`src/core/fan_lut_params.svh`:
```
// Register indices, field positions, reset values for the fan speed table slice
`ifndef FAN_LUT_PARAMS_SVH
`define FAN_LUT_PARAMS_SVH

// ----------------------------------------------------------------------------
// Register indices (byte address = index * 4)
// ----------------------------------------------------------------------------
`define FAN_IDX_CTRL          8'h4A
`define FAN_IDX_TEMP_OFFSET   8'h4E
`define FAN_IDX_DUTY4         8'h57
`define FAN_IDX_LIMIT5        8'h58
`define FAN_IDX_STATUS        8'h60

// ----------------------------------------------------------------------------
// Control register fields
// ----------------------------------------------------------------------------
`define FAN_CTRL_DUTY_HIRES   0
`define FAN_CTRL_TEMP_HIRES   1
`define FAN_CTRL_PWM_22K      2
`define FAN_CTRL_TABLE_WREN   5

// ----------------------------------------------------------------------------
// Field positions inside the table and status registers
// ----------------------------------------------------------------------------
`define FAN_DUTY4_EXT_MSB     7
`define FAN_DUTY4_EXT_LSB     6
`define FAN_DUTY4_BASE_MSB    5
`define FAN_LIMIT5_HALF_BIT   7
`define FAN_LIMIT5_DEG_MSB    6
`define FAN_STATUS_EXCEEDED   0
`define FAN_STATUS_EXT_ON     1

// ----------------------------------------------------------------------------
// Reset values
// ----------------------------------------------------------------------------
`define FAN_RST_CTRL          8'h00
`define FAN_RST_TEMP_OFFSET   8'h00
`define FAN_RST_DUTY4         8'h3F
`define FAN_RST_LIMIT5        8'h7F

`endif

```
`src/core/fan_lut_pkg.sv`:
```
// Types shared by the fan speed table slice
package fan_lut_pkg;

  typedef logic [7:0] reg_byte_t;
  typedef logic [9:0] half_deg_t;

  typedef enum logic {
    RES_LOW  = 1'b0,
    RES_HIGH = 1'b1
  } res_mode_t;

endpackage : fan_lut_pkg

```
`src/core/fan_lut_entry_four_five.sv`:
```
// Fan speed table entry-four duty and entry-five limit, APB register slave
`timescale 1ns/1ns
`include "fan_lut_params.svh"

// Summary of operation
// - Low duty mode reads extended bits as zero
// - High duty mode joins extended and base bits
// - Extended bits act only at 22.5kHz PWM
// - Low duty mode uses six base bits
// - Low temp mode holds limit half bit zero
// - High temp mode joins half bit into limit
// - Limit spans 0-127.5 or 0-127 degrees
// - Above limit, output entry-five duty value
// - Compare nine or eight reading bits
// - Limit is non-negative, sign taken zero
// - Higher thresholds only via offset register
module fan_lut_entry_four_five
  import fan_lut_pkg::*;
#(
  parameter int ADDR_W = 12
)(
  input  wire logic              ref_clk,         // 125 MHz clock
  input  wire logic              resetn,          // Async reset, active low
  input  wire logic              psel,            // APB select
  input  wire logic              penable,         // APB enable
  input  wire logic              pwrite,          // APB direction, 1 = write
  input  wire logic [ADDR_W-1:0] paddr,           // APB byte address
  input  wire logic [31:0]       pwdata,          // APB write data
  output logic      [31:0]       prdata,          // APB read data
  output logic                   pready,          // APB ready
  output logic                   pslverr,         // APB error, unmapped address
  input  wire logic [10:0]       remote_temp,     // Remote reading, 1/8 degree
  input  wire reg_byte_t         duty5_value,     // Entry-five duty from its register
  output reg_byte_t              duty4_pwm,       // Effective entry-four duty
  output half_deg_t              limit5_threshold,// Effective limit, half degrees
  output logic                   limit5_exceeded, // Reading above entry-five limit
  output reg_byte_t              pwm_duty_select  // Duty chosen by the comparison
);

  // --------------------------------------------------------------------------
  // Helpers
  // --------------------------------------------------------------------------
  function automatic logic [ADDR_W-1:0] reg_addr(input logic [7:0] idx);
    reg_addr = ADDR_W'({idx, 2'b00});
  endfunction : reg_addr

  function automatic reg_byte_t mask_duty(input reg_byte_t v, input logic keep_ext);
    mask_duty = keep_ext ? v : {2'b00, v[`FAN_DUTY4_BASE_MSB:0]};
  endfunction : mask_duty

  function automatic reg_byte_t mask_limit(input reg_byte_t v, input res_mode_t m);
    mask_limit = (m == RES_HIGH) ? v : {1'b0, v[`FAN_LIMIT5_DEG_MSB:0]};
  endfunction : mask_limit

  // --------------------------------------------------------------------------
  // Reset release
  // --------------------------------------------------------------------------
  logic rst_meta;
  logic rst_n;

  always_ff @(posedge ref_clk or negedge resetn) begin
    if (!resetn) begin
      rst_meta <= 1'b0;
      rst_n    <= 1'b0;
    end else begin
      rst_meta <= 1'b1;
      rst_n    <= rst_meta;
    end
  end

  // --------------------------------------------------------------------------
  // Register storage
  // --------------------------------------------------------------------------
  reg_byte_t ctrl;
  reg_byte_t temp_offset;
  reg_byte_t duty4;
  reg_byte_t limit5;

  wire res_mode_t duty_mode = res_mode_t'(ctrl[`FAN_CTRL_DUTY_HIRES]);
  wire res_mode_t temp_mode = res_mode_t'(ctrl[`FAN_CTRL_TEMP_HIRES]);
  wire logic      duty_hi   = (duty_mode == RES_HIGH);
  wire logic      table_wen = ctrl[`FAN_CTRL_TABLE_WREN];
  // Extended duty bits only act with the fast PWM rate selected
  wire logic      ext_on    = duty_hi & ctrl[`FAN_CTRL_PWM_22K];

  // --------------------------------------------------------------------------
  // Address decode
  // --------------------------------------------------------------------------
  wire logic hit_ctrl   = (paddr == reg_addr(`FAN_IDX_CTRL));
  wire logic hit_offset = (paddr == reg_addr(`FAN_IDX_TEMP_OFFSET));
  wire logic hit_duty4  = (paddr == reg_addr(`FAN_IDX_DUTY4));
  wire logic hit_limit5 = (paddr == reg_addr(`FAN_IDX_LIMIT5));
  wire logic hit_status = (paddr == reg_addr(`FAN_IDX_STATUS));
  wire logic hit_any    = hit_ctrl | hit_offset | hit_duty4 | hit_limit5 | hit_status;

  wire logic setup_phase = psel & ~penable;
  wire logic access_done = psel & penable & pready;
  wire logic wr_fire     = access_done & pwrite;

  // Table registers stay read-only until software opens them
  wire logic wr_duty4  = wr_fire & hit_duty4  & table_wen;
  wire logic wr_limit5 = wr_fire & hit_limit5 & table_wen;

  // --------------------------------------------------------------------------
  // Comparison against the entry-five limit
  // --------------------------------------------------------------------------
  half_deg_t cmp_threshold;
  logic      cmp_exceeded;

  fan_lut_limit_cmp u_limit_cmp (
    .limit_reg   (limit5),
    .temp_offset (temp_offset),
    .temp_mode   (temp_mode),
    .remote_temp (remote_temp),
    .threshold   (cmp_threshold),
    .exceeded    (cmp_exceeded)
  );

  // Low resolution keeps the six base bits only
  wire reg_byte_t duty_eff = mask_duty(duty4, ext_on);
  wire reg_byte_t next_pwm = cmp_exceeded ? duty5_value : duty_eff;

  // --------------------------------------------------------------------------
  // Read data selection
  // --------------------------------------------------------------------------
  wire reg_byte_t status_byte = reg_byte_t'({ext_on, cmp_exceeded});
  wire reg_byte_t rd_byte =
      hit_ctrl   ? ctrl :
      hit_offset ? temp_offset :
      hit_duty4  ? mask_duty(duty4, duty_hi) :
      hit_limit5 ? mask_limit(limit5, temp_mode) :
      hit_status ? status_byte : 8'h00;

  // --------------------------------------------------------------------------
  // Register writes
  // --------------------------------------------------------------------------
  always_ff @(posedge ref_clk or negedge rst_n) begin
    if (!rst_n) begin
      ctrl        <= `FAN_RST_CTRL;
      temp_offset <= `FAN_RST_TEMP_OFFSET;
    end else begin
      if (wr_fire & hit_ctrl) begin
        ctrl <= pwdata[7:0];
      end
      if (wr_fire & hit_offset) begin
        temp_offset <= pwdata[7:0];
      end
    end
  end

  always_ff @(posedge ref_clk or negedge rst_n) begin
    if (!rst_n) begin
      duty4  <= `FAN_RST_DUTY4;
      limit5 <= `FAN_RST_LIMIT5;
    end else begin
      if (wr_duty4) begin
        duty4 <= mask_duty(pwdata[7:0], duty_hi);
      end
      if (wr_limit5) begin
        limit5 <= mask_limit(pwdata[7:0], temp_mode);
      end
    end
  end

  // --------------------------------------------------------------------------
  // APB answer
  // --------------------------------------------------------------------------
  // Read data is caught in the setup cycle, so every access ends in one cycle
  always_ff @(posedge ref_clk or negedge rst_n) begin
    if (!rst_n) begin
      prdata  <= 32'h0000_0000;
      pready  <= 1'b0;
      pslverr <= 1'b0;
    end else begin
      pready <= 1'b1;
      if (setup_phase) begin
        prdata  <= {24'h00_0000, rd_byte};
        pslverr <= ~hit_any;
      end else if (access_done) begin
        pslverr <= 1'b0;
      end
    end
  end

  // --------------------------------------------------------------------------
  // Table outputs
  // --------------------------------------------------------------------------
  always_ff @(posedge ref_clk or negedge rst_n) begin
    if (!rst_n) begin
      duty4_pwm        <= 8'h00;
      limit5_threshold <= 10'h000;
      limit5_exceeded  <= 1'b0;
      pwm_duty_select  <= 8'h00;
    end else begin
      duty4_pwm        <= duty_eff;
      limit5_threshold <= cmp_threshold;
      limit5_exceeded  <= cmp_exceeded;
      pwm_duty_select  <= next_pwm;
    end
  end

endmodule : fan_lut_entry_four_five

```
`src/core/fan_lut_limit_cmp.sv`:
```
// Entry-five limit threshold build and remote temperature comparison
`timescale 1ns/1ns

module fan_lut_limit_cmp
  import fan_lut_pkg::*;
(
  input  wire reg_byte_t  limit_reg,    // Stored entry-five limit
  input  wire reg_byte_t  temp_offset,  // Table temperature offset, whole degrees
  input  wire res_mode_t  temp_mode,    // Temperature table resolution
  input  wire logic [10:0] remote_temp, // Unsigned reading, 1/8 degree per step
  output half_deg_t       threshold,    // Limit in half degrees, offset included
  output logic            exceeded      // Reading above the limit
);

  // --------------------------------------------------------------------------
  // Threshold in half-degree units
  // --------------------------------------------------------------------------
  // Sign is taken as zero always, so the top bit of each operand is 0
  wire logic half_bit = (temp_mode == RES_HIGH) ?
                        limit_reg[`FAN_LIMIT5_HALF_BIT] : 1'b0;
  wire half_deg_t base_limit = {2'b00, limit_reg[`FAN_LIMIT5_DEG_MSB:0], half_bit};
  wire half_deg_t offset_half = {1'b0, temp_offset, 1'b0};

  // Only the offset reaches beyond 127.5 degrees
  assign threshold = base_limit + offset_half;

  // --------------------------------------------------------------------------
  // Reading trimmed to nine or eight bits
  // --------------------------------------------------------------------------
  wire half_deg_t temp_half = (temp_mode == RES_HIGH) ?
                              {1'b0, remote_temp[10:2]} :
                              {1'b0, remote_temp[10:3], 1'b0};

  assign exceeded = temp_half > threshold;

endmodule : fan_lut_limit_cmp

```
`config.mk`:
```
export PLATFORM = sky130hd
export DESIGN_NAME = fan_lut_entry_four_five
export DESIGN_NICKNAME = d
export VERILOG_FILES = /design/src/core/fan_lut_pkg.sv /design/src/core/fan_lut_entry_four_five.sv /design/src/core/fan_lut_limit_cmp.sv
export VERILOG_INCLUDE_DIRS = /design/src /design/src/core
export SDC_FILE = /design/constraint.sdc
export NUM_CORES = 1
export LEC_CHECK = 0
export BUFFER_PORTS_ARGS = -buffer_cell sky130_fd_sc_hd__clkbuf_2
export CAP_MARGIN = 5
export CORE_UTILIZATION = 42
export DETAILED_ROUTE_END_ITERATION = 8
export PLACE_DENSITY = 0.67
export SETUP_SLACK_MARGIN = 0.3
export SYNTH_ARGS = -nofsm -noshare
export SYNTH_HDL_FRONTEND = slang
export SYNTH_HIERARCHICAL = 1
export SYNTH_SLANG_ARGS = --single-unit
```
`constraint.sdc`:
```
create_clock -name ref_clk -period 2.5 [get_ports ref_clk]
set_clock_uncertainty 0.15 [all_clocks]
set_input_delay 0.125 -clock ref_clk [delete_from_list [all_inputs] [get_ports ref_clk]]
set_output_delay 0.125 -clock ref_clk [all_outputs]
set_load 0.05 [all_outputs]
```
==> summary by stage, run 1 <==
Die
The core region is 0.008299 sq mm. The chip width is 94.98 um. The die covers 0.009021 sq mm. The effective utilization at floorplan is 43.75%. The site row count is 33. During I/O placement, the number of pins put on the boundary was 129.

The die is 94.98 um tall.

Final layout
The area taken by multi-input logic gates is 0.001740 sq mm. The final cell count without fillers is 582. The area added between synthesis and finish is 40.90%. 0 antenna diodes ended up in the layout. The number of nets in the finished design is 557. In the layout the commonest cells are 78 x clkbuf_2, 57 x dfrtp_1, 41 x buf_4. The flip-flop and latch area is 0.001794 sq mm. After filler insertion, the fill cell instance count of the layout stands at 657. The share of cells above drive strength 1 is 48.43%. Leaving out fill and tap cells, the most frequent cell in the layout is clkbuf_2.

Routing
In the routed layout, each cell is associated on average with a via count of 5.007. The via count is 2914. For this run, design rule violations remaining after detail routing come to 0. The pre-antenna-repair detailed-routing pass consisted of 5 iterations. The average wire per cell in the routed design is 15.67 um.

After detailed routing, the wire length on met1 is 3.916 mm. Routed signal wires occupy layers up through met4. In the detailed route, the total length drawn on met2 is 4.729 mm. After the first detailed-routing iteration, the DRC count stood at 146. The met3 wire length is 330 um. The number of nets still failing antenna checks after routing is 0.

Wires add up to 9.122 mm.

Status
The flow ran to the end, but the final reports show violations. The checks that failed: setup timing.

Logic synthesis
The combinational family with the most area after synthesis is simple AND/OR/NAND/NOR gates. The cell area after synthesis is 0.003631 sq mm. The simple-gate share of the synthesized area is 11.61%. The synthesized design contains 0 enable-type register cells.

The netlist uses 55 different library cells. Summing the areas of all compound-gate instances in the mapped netlist gives 11.20% of the synthesized area. The synthesized-area fraction occupied by xor and xnor cells is 1.688%. The post-synthesis adder-cell area fraction is 6.065%. The gate count of the mapped netlist is 313. The synthesized area per cell is 11.60 sq um. The share of synthesized area occupied by flip-flops and latches is 49.38%.

Of all flip-flops after synthesis, the portion carrying an async set or reset was 100.0%. The most used flip-flop cell after synthesis is dfrtp_1. Multiplexer cells account for 11.37% of the synthesized area. The number of synthesized register bits is 71. The count of yosys warnings during synthesis is 6.

Hold path
The path class of the tightest hold or removal check is primary input to register.

Place
The detailed placer's ending HPWL is 6.263 mm. Port buffering added 78 buffers. The number of placed cells counting well taps is 529.

The final weighted congestion in routability-driven placement is 0.8607.

STA
The fmax is 0.2916 GHz. In the finished design, the share of the clock period the worst path needs comes to 137.2%. The worst max-slew margin expressed relative to the limit is 62.32%. The count of endpoints failing setup in the final report is 11. At the pin with the least slew margin, the transition time is 0.5653 ns.

The final count of pins violating max slew is 0. The smallest clock period supported by the final layout is computed as 3.430 ns. The final hold violation count is 0. The final worst slack is -0.9296 ns. Setup repair after global routing could not meet its margin everywhere. The setup total negative slack is -9.566 ns.

GRT
The initial antenna violation count is 0. The via count of the first global-routing pass is 2977. The wire length of the first global-routing pass is 14.59 mm. The largest net degree at the start of global routing is 46. The total overflow left after global routing is 0. Across every metal layer, demand over resource in global routing totals 21.61%.

Worst setup path
Data arrives at the worst endpoint at 3.51 ns. The sort of element at the start of the critical path is a register. STA classifies the critical path endpoint as a register. The required time at the endpoint of the critical path is 2.58 ns. In this run the worst path has a maximum fanout of 7. The critical path class is register to register.

Clocking
The longest clock path from root to sink contains 2 buffers. The insertion delay to the later sink of the worst-skew pair is 0.35 ns. The number of clock buffers added by TritonCTS is 9. The TritonCTS clock tree is done. The root buffer selected by CTS is clkbuf_8.

The clock-pin slew reported for the worst setup and hold paths after clock tree synthesis is 0.08 ns. In this run the number of H-tree levels came out at 3. Counting every sink on the clock net gives 71.

Power
The leakage power figure is 0.002552 uW. Dividing total power by cell area gives a power density of 525.5 mW/mm^2. The maximum vdd ir drop is 0.0004146 V.

Job
Across the run, the number of max-cap violations was 0.
## registers in the layout (all words and copies together) (netlist names)
signal            flops
ctrl                  8
duty4                 8
duty4_pwm             8
limit5                8
limit5_exceeded       1
limit5_threshold     10
prdata                8
pready                1
pslverr               1
pwm_duty_select       8
rst_meta              1
rst_n                 1
temp_offset           8
## through the flow
stage | utilization (%) | instance area [sq um] | setup WS [ns] | hold WS (ns) | power (uW)
2_1_floorplan | - | 3747 | -0.6997 | -0.3206 | 1430
3_3_place_gp | 52.48 | 4355 | -0.8333 | -0.2389 | 1490
3_5_place_dp | 52.48 | 4355 | -0.9697 | -0.2354 | 1494
4_1_cts | 60.52 | 5022 | -0.8462 | 0.03824 | 2699
5_1_grt | 61.65 | 5116 | -1.116 | 0.07277 | 2783
6_report | 61.65 | 5116 | -0.9296 | 0.04486 | 2689
## Yosys cell counts, types with 2 or more instances
master | count | area share [%]
a211oi_1 | 2 | 0.41
a21boi_0 | 4 | 0.83
a21o_1 | 2 | 0.41
a21oi_1 | 5 | 0.69
a221oi_1 | 2 | 0.48
a22oi_1 | 8 | 1.7
a41oi_1 | 2 | 0.48
and2_1 | 4 | 0.69
and3_1 | 2 | 0.34
buf_4 | 26 | 5.4
buf_6 | 2 | 0.62
clkbuf_1 | 3 | 0.31
conb_1 | 2 | 0.21
dfrtp_1 | 58 | 40
dfstp_2 | 13 | 9.4
ha_1 | 16 | 5.5
inv_1 | 21 | 2.2
mux2_2 | 34 | 11
mux2i_1 | 3 | 0.83
nand2_1 | 18 | 1.9
nand2b_1 | 9 | 1.6
nand3_1 | 2 | 0.28
nand4_1 | 2 | 0.34
nor2_1 | 5 | 0.52
nor2b_1 | 3 | 0.52
nor3_1 | 7 | 0.96
nor4_1 | 2 | 0.34
nor4_4 | 2 | 1.2
o21ai_0 | 21 | 2.9
o31ai_1 | 2 | 0.41
or4b_4 | 2 | 0.76
xnor2_1 | 3 | 0.72
xor2_1 | 4 | 0.96
## report_power, final
| group | switching (uW) | total, uW | internal [uW] |
|---|---|---|---|
| combinational | 234 | 345 | 111 |
| clock | 490 | 1160 | 675 |
| sequential | 13.3 | 1180 | 1170 |
## worst paths after layout
kind	endpoint	cells after the start	startpoint	slack, ns
worst max-delay path	prdata[0]$_DFFE_PN0P_	15	limit5[0]$_DFFE_PN1P_	-0.93
worst min-delay path	pslverr$_DFFE_PN0P_	3	penable	0.04
worst max register to register	prdata[0]$_DFFE_PN0P_	15	limit5[0]$_DFFE_PN1P_	-0.93
worst min register to register	pwm_duty_select[4]$_DFF_PN0_	0	rst_n$_DFF_PN0_	0.12
max in group asynchronous	limit5[0]$_DFFE_PN1P_	1	rst_n$_DFF_PN0_	1.38
min in group asynchronous	pwm_duty_select[4]$_DFF_PN0_	0	rst_n$_DFF_PN0_	0.12
## cell type report
cell class	count	area share, %
Sequential cell	71	35.07
Multi-Input combinational cell	214	34.02
Timing Repair Buffer	155	21.94
Tap cell	105	2.568
Clock inverter	7	2.446
Clock buffer	9	2.421
Inverter	21	1.541
## logic make-up (layout without fill, tap and decap cells)
group                      after synthesis  after routing
DFF                                     71             71
and+or+nand+nor                         67             67
AOI/OAI and AO/OA                       60             60
buffers and inverters                   52            192
muxes                                   37             37
adders and majority gates               17             17
xor gates and xnor gates                 7              7
other                                    2             26
## per-layer routing
metal / GRT usage (%) / up-vias
li1: - / 1378
met4: 7.955 / 0
met5: 0 / -
met2: 37.29 / 80
met3: 3.623 / 13
met1: 27.08 / 1443
## what timing repair did
action / in CTS / in global routing
setup endpoints to repair: 10 / 12
hold buffers: 19 / 0
resized for setup: 16 / 18
setup buffers: 14 / 3
pin swaps: 7 / 4
cloned: 1 / 0
hold endpoints to repair: 43 / 0
## worst max-delay path: stages, from the launching register on
cell	delay [ns]
dfstp_2	0.56
ha_4	0.14
inv_2	0.03
fa_2	0.36
nor2b_4	0.12
o31a_1	0.21
o21ai_1	0.09
nand2b_1	0.14
xnor2_2	0.09
ha_1	0.33
a21o_1	0.16
a221o_1	0.31
o311a_4	0.16
buf_12	0.16
a221oi_2	0.22
o21ai_1	0.08
Power figures use the tool's default switching activity.
==> run 2, diff against run 1 <==
--- a/config.mk
+++ b/config.mk
@@ -6,11 +6,12 @@
 export SDC_FILE = /design/constraint.sdc
 export NUM_CORES = 1
 export LEC_CHECK = 0
+export ABC_AREA = 1
 export BUFFER_PORTS_ARGS = -buffer_cell sky130_fd_sc_hd__clkbuf_2
 export CAP_MARGIN = 5
 export CORE_UTILIZATION = 42
 export DETAILED_ROUTE_END_ITERATION = 8
-export PLACE_DENSITY = 0.67
+export PLACE_DENSITY = 0.66
 export SETUP_SLACK_MARGIN = 0.3
 export SYNTH_ARGS = -nofsm -noshare
 export SYNTH_HDL_FRONTEND = slang
==> summary by stage, run 2 <==
Clocking
The insertion delay to the later sink of the worst-skew pair is 0.35 ns. In this run the clock root is driven by a clkbuf_8. No sink is reached through more buffers than the 2 on the longest clock path. After clock tree synthesis, the clock-pin slew on the worst setup and hold paths is 0.08 ns. The TritonCTS sink count is 71. The maximum level of the CTS H-tree is 3. TritonCTS built the clock tree. The number of buffers inserted during clock tree synthesis is 9.

Worst setup path
Along the worst path, the maximum fanout reaches 8. STA classifies the critical path startpoint as a register. In this run the worst setup path begins at limit5[0]$_DFFE_PN1P_.

The setup check on the worst reg-to-reg path leaves a slack of -0.51 ns. At the worst endpoint, the required time is 2.58 ns. STA classifies the critical path endpoint as a register.

The critical path class is register to register. Data arrives at the worst endpoint at 3.09 ns. The number of cells on the worst reg-to-reg path is 21.

The worst setup path endpoint is pwm_duty_select[3]$_DFF_PN0_. The startpoint identified for the worst register-to-register timing path is limit5[0]$_DFFE_PN1P_. The destination of the worst register-to-register timing path is pwm_duty_select[3]$_DFF_PN0_.

Power
The leakage power figure is 0.002802 uW. Dividing total power by cell area gives a power density of 494.5 mW/mm^2. The maximum vdd ir drop is 0.0002719 V. After layout, the design draws a total of 2563 uW.

STA
The count of endpoints failing setup in the final report is 10. The final count of pins violating max slew is 0. The worst hold slack is 0.05643 ns. The final hold violation count was 0. Setup repair after global routing could not meet its margin everywhere. Derived from the worst setup path, the maximum achievable clock frequency is 0.3326 GHz. The final worst slack is -0.5064 ns. The final worst-path cycle share is 120.3%.

The time the final worst path needs with I/O delays and setup is 3.006 ns.

GRT
Global routing finished with a remaining overflow of 0. The wire length of the first global-routing pass is 15.17 mm. The met2 usage is 34.46%. The global routing stage identified its most utilized layer as met2. The aggregate global-route resource usage is 19.98%.

Entering global routing, the biggest net connects 26 pins. The via count of the first global-routing pass is 3270. The initial antenna violation count is 0. Global routing consumed, on the met1 layer, 25.20% of the routing resources. The met3 track demand over resource is 2.530%.

Routing
The length of the first detailed-routing pass in iterations is 4. In the routed layout, each cell is associated on average with a via count of 4.592. The via count is 3412. In this run, the number of DRC markers left after iteration 0 of detailed routing was 193. The number of nets still failing antenna checks after routing is 0. The average wire per cell in the routed design is 12.60 um. In the routed design, unresolved DRC markers number 0.

The post-detailed-routing wire length is 9.360 mm.

Die
The standard cell core area is 0.009240 sq mm. In this run the core area contains 35 standard-cell rows. The floorplan die height is 99.55 um.

The die is 99.55 um wide. The initial utilization of the core area, before any placement, comes to 43.25%. The I/O pin total is 129.

The die covers 0.009909 sq mm.

Logic synthesis
The library cell with the largest summed area after synthesis is dfrtp_1. The share of synthesized area occupied by flip-flops and latches is 44.87%. After technology mapping, the gate count stands at 476.

The commonest cells after synthesis are 135 x nand2_1, 66 x inv_1, 58 x dfrtp_1, 33 x nand3_1, 26 x o21ai_2. In the synthesized netlist the async set-or-reset flop fraction comes to 100.0%. The count of yosys warnings during synthesis is 6.

Ranked by total cell area, the synthesized netlist is headed by dfrtp_1 36%, nand2_1 13%, dfstp_2 8.5%. Yosys instantiated no cell more often than nand2_1. The count of distinct cell types in the synthesized netlist is 34. The number of enable flip-flop cells after synthesis is 0.

For this run, the leading register cell type out of synthesis is dfrtp_1. Dividing the synthesized area by the synthesized cell count gives 8.396 sq um. The cell area that synthesis handed to floorplanning was 0.003996 sq mm. The share of the synthesized area in the top cell type is 36.32%. In this run, synthesis produced a sequential element count of 71.

Final layout
Leaving out fill and tap cells, the most frequent cells in the layout are 125 x nand2_1, 78 x clkbuf_2, 62 x inv_1. The final cell count without fillers is 743. The register with the most flip-flops in the layout has 10 of them. The number of nets in the finished design is 694. Counting flops per register, the top entry is limit5_threshold. The share of cells above drive strength 1 is 35.50%. Leaving out fill and tap cells, the most frequent cell in the layout is nand2_1. The area growth from synthesis to layout is 29.68%. The repair_antennas step left the layout with diodes totalling 0.

Status
The run finished, with violations left. The final reports fail on setup timing.

Place
After legalization and detailed placement, the total HPWL measured 6.951 mm. The count of buffers from port buffering is 78. Routability-driven placement finished with a final weighted congestion of 0.8373. The number of placed cells counting well taps is 704. Prior to clock tree synthesis, the placed netlist has a worst setup slack of -0.5500 ns.

Job
The number of maximum-capacitance violations is 0.

Hold path
The startpoint of the tightest hold check path is paddr[4]. The worst hold path belongs to the class primary input to register.
## run 2: final cells by class
class	instances	area [sq um]
Clock buffer	11	141.4
Clock inverter	5	82.58
Fill cell	845	4058
Inverter	71	266.5
Multi-Input combinational cell	326	1898
Sequential cell	71	1794
Tap cell	129	161.4
Timing Repair Buffer	130	838.3
## run 2: report_power, final
group | switching (uW) | internal (uW)
Combinational | 258 | 94.2
Clock | 441 | 591
Sequential | 11.8 | 1170
Total | 711 | 1850
## run 2: kinds of logic (layout without fill, tap and decap cells)
| group | Yosys count | count (layout) | synth area share (%) |
|---|---|---|---|
| xor gates and xnor gates | 3 | 3 | 0.6576 |
| other | 2 | 26 | 0.1879 |
| buffers and inverters | 103 | 217 | 12.99 |
| adders and majority gates | 17 | 17 | 5.510 |
| AOI/OAI and AO/OA | 63 | 63 | 11.11 |
| and+or+nand+nor | 217 | 217 | 24.67 |
| DFF | 71 | 71 | 44.87 |
## run 2: how the worst min path moves through the flow
stage	end	cells past startpoint
after floorplan	rst_meta$_DFF_PN0_	0
after global placement	rst_meta$_DFF_PN0_	1
after detailed placement	rst_meta$_DFF_PN0_	1
after CTS	pslverr$_DFFE_PN0P_	4
after global routing	pslverr$_DFFE_PN0P_	4
final	pslverr$_DFFE_PN0P_	4
## run 2: critical path: stages (launching register included)
cell	delay [ns]
dfstp_2	0.55
ha_4	0.13
inv_2	0.03
fa_2	0.34
inv_2	0.06
nand2_2	0.05
nand2_2	0.07
nand4_1	0.12
nand2_1	0.12
nand2_1	0.08
nand2_2	0.07
ha_4	0.20
nand2_1	0.05
nand2_1	0.06
a21oi_2	0.15
nand2_2	0.09
nor2_4	0.13
nor2_4	0.06
buf_4	0.14
buf_6	0.13
nand2_1	0.05
o21ai_0	0.07
## run 2: what timing repair did
action,CTS,global route
setup endpoints to repair,10,10
buffers inserted,0,2
endpoints found under the hold margin,41,0
gates resized for setup,17,18
gates cloned,1,0
pin swaps,3,3
hold buffers,20,0
## run 2: per-layer routing
layer	up-vias	wire, um	part of all wire, %
li1	1725	-	-
met3	14	405	4.3
met4	0	192	2.1
met1	1577	4042	43
met2	96	4720	50
met5	-	0	0
## run 2: through the flow
step / TNS [ns] / instance area (sq um) / util [%]
detailed placement: -4.842 / 4622 / 50.02
global route: -6.496 / 5182 / 56.09
CTS: -4.215 / 5106 / 55.26
global placement: -4.126 / 4622 / 50.02
finish: -4.588 / 5182 / 56.09
floorplan: -3.118 / 4115 / -
==> run 3, diff against run 2 <==
--- a/config.mk
+++ b/config.mk
@@ -11,8 +11,9 @@
 export CAP_MARGIN = 5
 export CORE_UTILIZATION = 42
 export DETAILED_ROUTE_END_ITERATION = 8
-export PLACE_DENSITY = 0.66
+export PLACE_DENSITY = 0.68
 export SETUP_SLACK_MARGIN = 0.3
+export SKIP_LAST_GASP = 1
 export SYNTH_ARGS = -nofsm -noshare
 export SYNTH_HDL_FRONTEND = slang
 export SYNTH_HIERARCHICAL = 1
==> summary by stage, run 3 (synthesized netlist as in run 2, its figures left out) <==
Die
The die is 99.55 um wide. In this run the vertical extent of the chip is 99.55 um. The I/O pin total is 129. The standard cell core area is 0.009240 sq mm. The area of the die is 0.009909 sq mm. The initial utilization of the core area, before any placement, comes to 43.25%.

After floorplanning, the core was divided into 35 placement rows.

Power
Of the total power, registers draw 45.5%. The clock network is responsible for 40.5% of the overall power. The switching share of total power is 29.03%. The leakage power figure is 0.002839 uW. The maximum vdd ir drop is 0.0003050 V. The internal cell power is 1841 uW. For this design the ratio of total power to cell area is 492.5 mW/mm^2.

The proportion of power drawn by combinational gates is 14.0%. The analysis attributes to net switching a power of 753.1 uW.

STA
Setup repair after global routing could not meet its margin everywhere. The count of endpoints failing setup in the final report is 10. The final hold violation count is 0. The worst max-slew margin expressed relative to the limit is 59.70%.

The final worst-path cycle share is 121.8%. The final count of pins violating max slew was 0. For the finished layout, the period the worst path requires is 3.045 ns. Timing would allow up to 0.3284 GHz. Setup slack on the critical path of the routed design comes to -0.5455 ns. For the pin with the worst max-slew slack, the measured transition is 0.6045 ns.

Worst setup path
The launch instance of the worst register-to-register path is limit5[0]$_DFFE_PN1P_. The minimum setup slack among reg-to-reg paths is -0.55 ns. The destination of the worst register-to-register timing path is pwm_duty_select[7]$_DFF_PN0_. The worst register-to-register path has a depth of 20. By startpoint and endpoint, the worst setup path is classified as register to register. The sort of element at the start of the critical path is a register. The maximum fanout along the worst path is 8. The required time at the endpoint of the critical path is 2.60 ns.

For the worst setup path, the data arrival time is 3.15 ns. The endpoint class of the critical path is a register.

GRT
The aggregate global routing overflow is 0. For this run, the total global-route usage over all layers was measured as 20.21%. Entering global routing, the biggest net connects 45 pins. The first global-routing pass estimated 15.65 mm of wire. The via count of the first global-routing pass is 3395. The initial antenna violation count is 0.

Final layout
The number of fill cells in the layout is 786. The largest register by flop count is limit5_threshold. The area of all placed cells without fillers is 0.005266 sq mm. The final standard cell utilization of the core is 56.99%. At the end of the flow, the number of nets in the layout was 698.

The number of antenna diodes in the final layout is 0. Leaving out fill and tap cells, the most frequent cell in the layout is nand2_1. The number of flip-flops in the largest register is 10. The area added between synthesis and finish is 31.78%.

In the layout the commonest cells are 119 x nand2_1, 78 x clkbuf_2, 62 x inv_1. Cells with a size suffix above 1 make up 37.22% of the layout.

Routing
Once detail routing completed, the nets flagged for antenna violations numbered 0. The number of violations reported at the end of detailed-routing iteration 0 is 110. The post-detailed-routing wire length is 9.481 mm. The average wire per cell in the routed design is 12.69 um. The pre-antenna-repair detailed-routing pass consisted of 4 iterations.

Using the TritonRoute via totals, the vias-per-cell ratio works out to 4.628. The via count is 3457. In the routed design, unresolved DRC markers number 0.

Place
In this run the cell area measured after placement is 0.004627 sq mm. Input and output buffers added on the ports amount to 78. The final weighted congestion in routability-driven placement is 0.8588. The detailed placer's ending HPWL is 6.862 mm.

Clocking
Clock-pin slew was measured on the worst setup and hold paths at 0.09 ns. The TritonCTS sink count is 71. The number of buffers inserted during clock tree synthesis is 9.

In this run the deepest clock path goes through 2 buffers. The insertion delay to the later sink of the worst-skew pair is 0.35 ns. In this run the clock root is driven by a clkbuf_8.

The maximum level of the CTS H-tree is 3. TritonCTS built the clock tree.

Job
Across the run, the number of max-cap violations was 0.

Hold path
For hold timing, the worst endpoint is pslverr$_DFFE_PN0P_. The type of the worst min-delay path is primary input to register. The cell count of the worst hold path is 4. The startpoint of the tightest hold check path is paddr[4].

Status
The run finished, with violations left. The final reports fail on setup timing.
==> run 3: how the worst max path moves through the flow <==
stage	startpoint	to	slack (ns)	depth (start not counted)
after floorplan	limit5[0]$_DFFE_PN1P_	prdata[0]$_DFFE_PN0P_	-0.38	21
after global placement	limit5[0]$_DFFE_PN1P_	pwm_duty_select[6]$_DFF_PN0_	-0.48	19
after detailed placement	limit5[0]$_DFFE_PN1P_	pwm_duty_select[6]$_DFF_PN0_	-0.61	19
after CTS	limit5[0]$_DFFE_PN1P_	prdata[0]$_DFFE_PN0P_	-0.57	21
after global routing	limit5[0]$_DFFE_PN1P_	prdata[0]$_DFFE_PN0P_	-0.72	23
final	limit5[0]$_DFFE_PN1P_	pwm_duty_select[7]$_DFF_PN0_	-0.55	20
==> run 3: metrics by stage <==
| step | hold WS [ns] | setup slack, ns | instances | power, uW | setup TNS (ns) |
|---|---|---|---|---|---|
| after floorplan | -0.3206 | -0.3773 | 500 | 1451 | -3.118 |
| after global routing | 0.07264 | -0.7209 | 747 | 2703 | -6.517 |
| after global placement | -0.2377 | -0.4772 | 703 | 1500 | -4.127 |
| final | 0.06395 | -0.5455 | 747 | 2594 | -5.028 |
| after CTS | 0.04960 | -0.5735 | 743 | 2587 | -4.949 |
| after detailed placement | -0.2386 | -0.6140 | 703 | 1505 | -5.374 |
==> run 3: power by group through the flow <==
stage                     clock network [uW]  registers, uW  logic [uW]
after global placement                     0           1200         298
after global routing                    1130           1180         392
after detailed placement                   0           1200         302
after floorplan                            0           1270         184
final                                   1050           1180         364
after CTS                               1070           1180         336
==> run 3: layout make-up <==
class	count	area (sq um)	area share, %
multi-input cells	326	1919	36.45
flip-flops and latches	71	1794	34.07
repair buffers	134	895.9	17.01
inverters	71	269.0	5.108
well taps	129	161.4	3.065
clock buffers	9	123.9	2.352
clock inverters	7	102.6	1.948
==> run 3: critical path: stages (launching register included) <==
cell and delay, ns:
dfstp_2 0.56, ha_4 0.13, inv_2 0.04, fa_2 0.35
inv_2 0.06, nand2_2 0.05, a21oi_2 0.13, xor2_1 0.19
inv_1 0.09, ha_4 0.29, nand2_4 0.06, nor2_4 0.08
nand3_1 0.08, nand2_1 0.09, nor2_2 0.06, nor2_4 0.14
buf_6 0.14, buf_8 0.13, inv_4 0.04, nand2_2 0.05
nand2_1 0.04
==> run 3: routing by layer <==
layer / GRT usage [%] / share of wire [%]
met5: 0 / 0
met4: 8.371 / 2.3
met1: 25.56 / 45
met3: 2.741 / 3.7
met2: 34.83 / 49
==> run 3: timing repair <==
item                                   CTS  global route
gates resized for setup                 12            37
gates cloned                             1             0
pin swaps                               14            22
endpoints found under the hold margin   43             0
buffers inserted                         3             4
hold buffers                            20             0
setup endpoints to repair               10            10
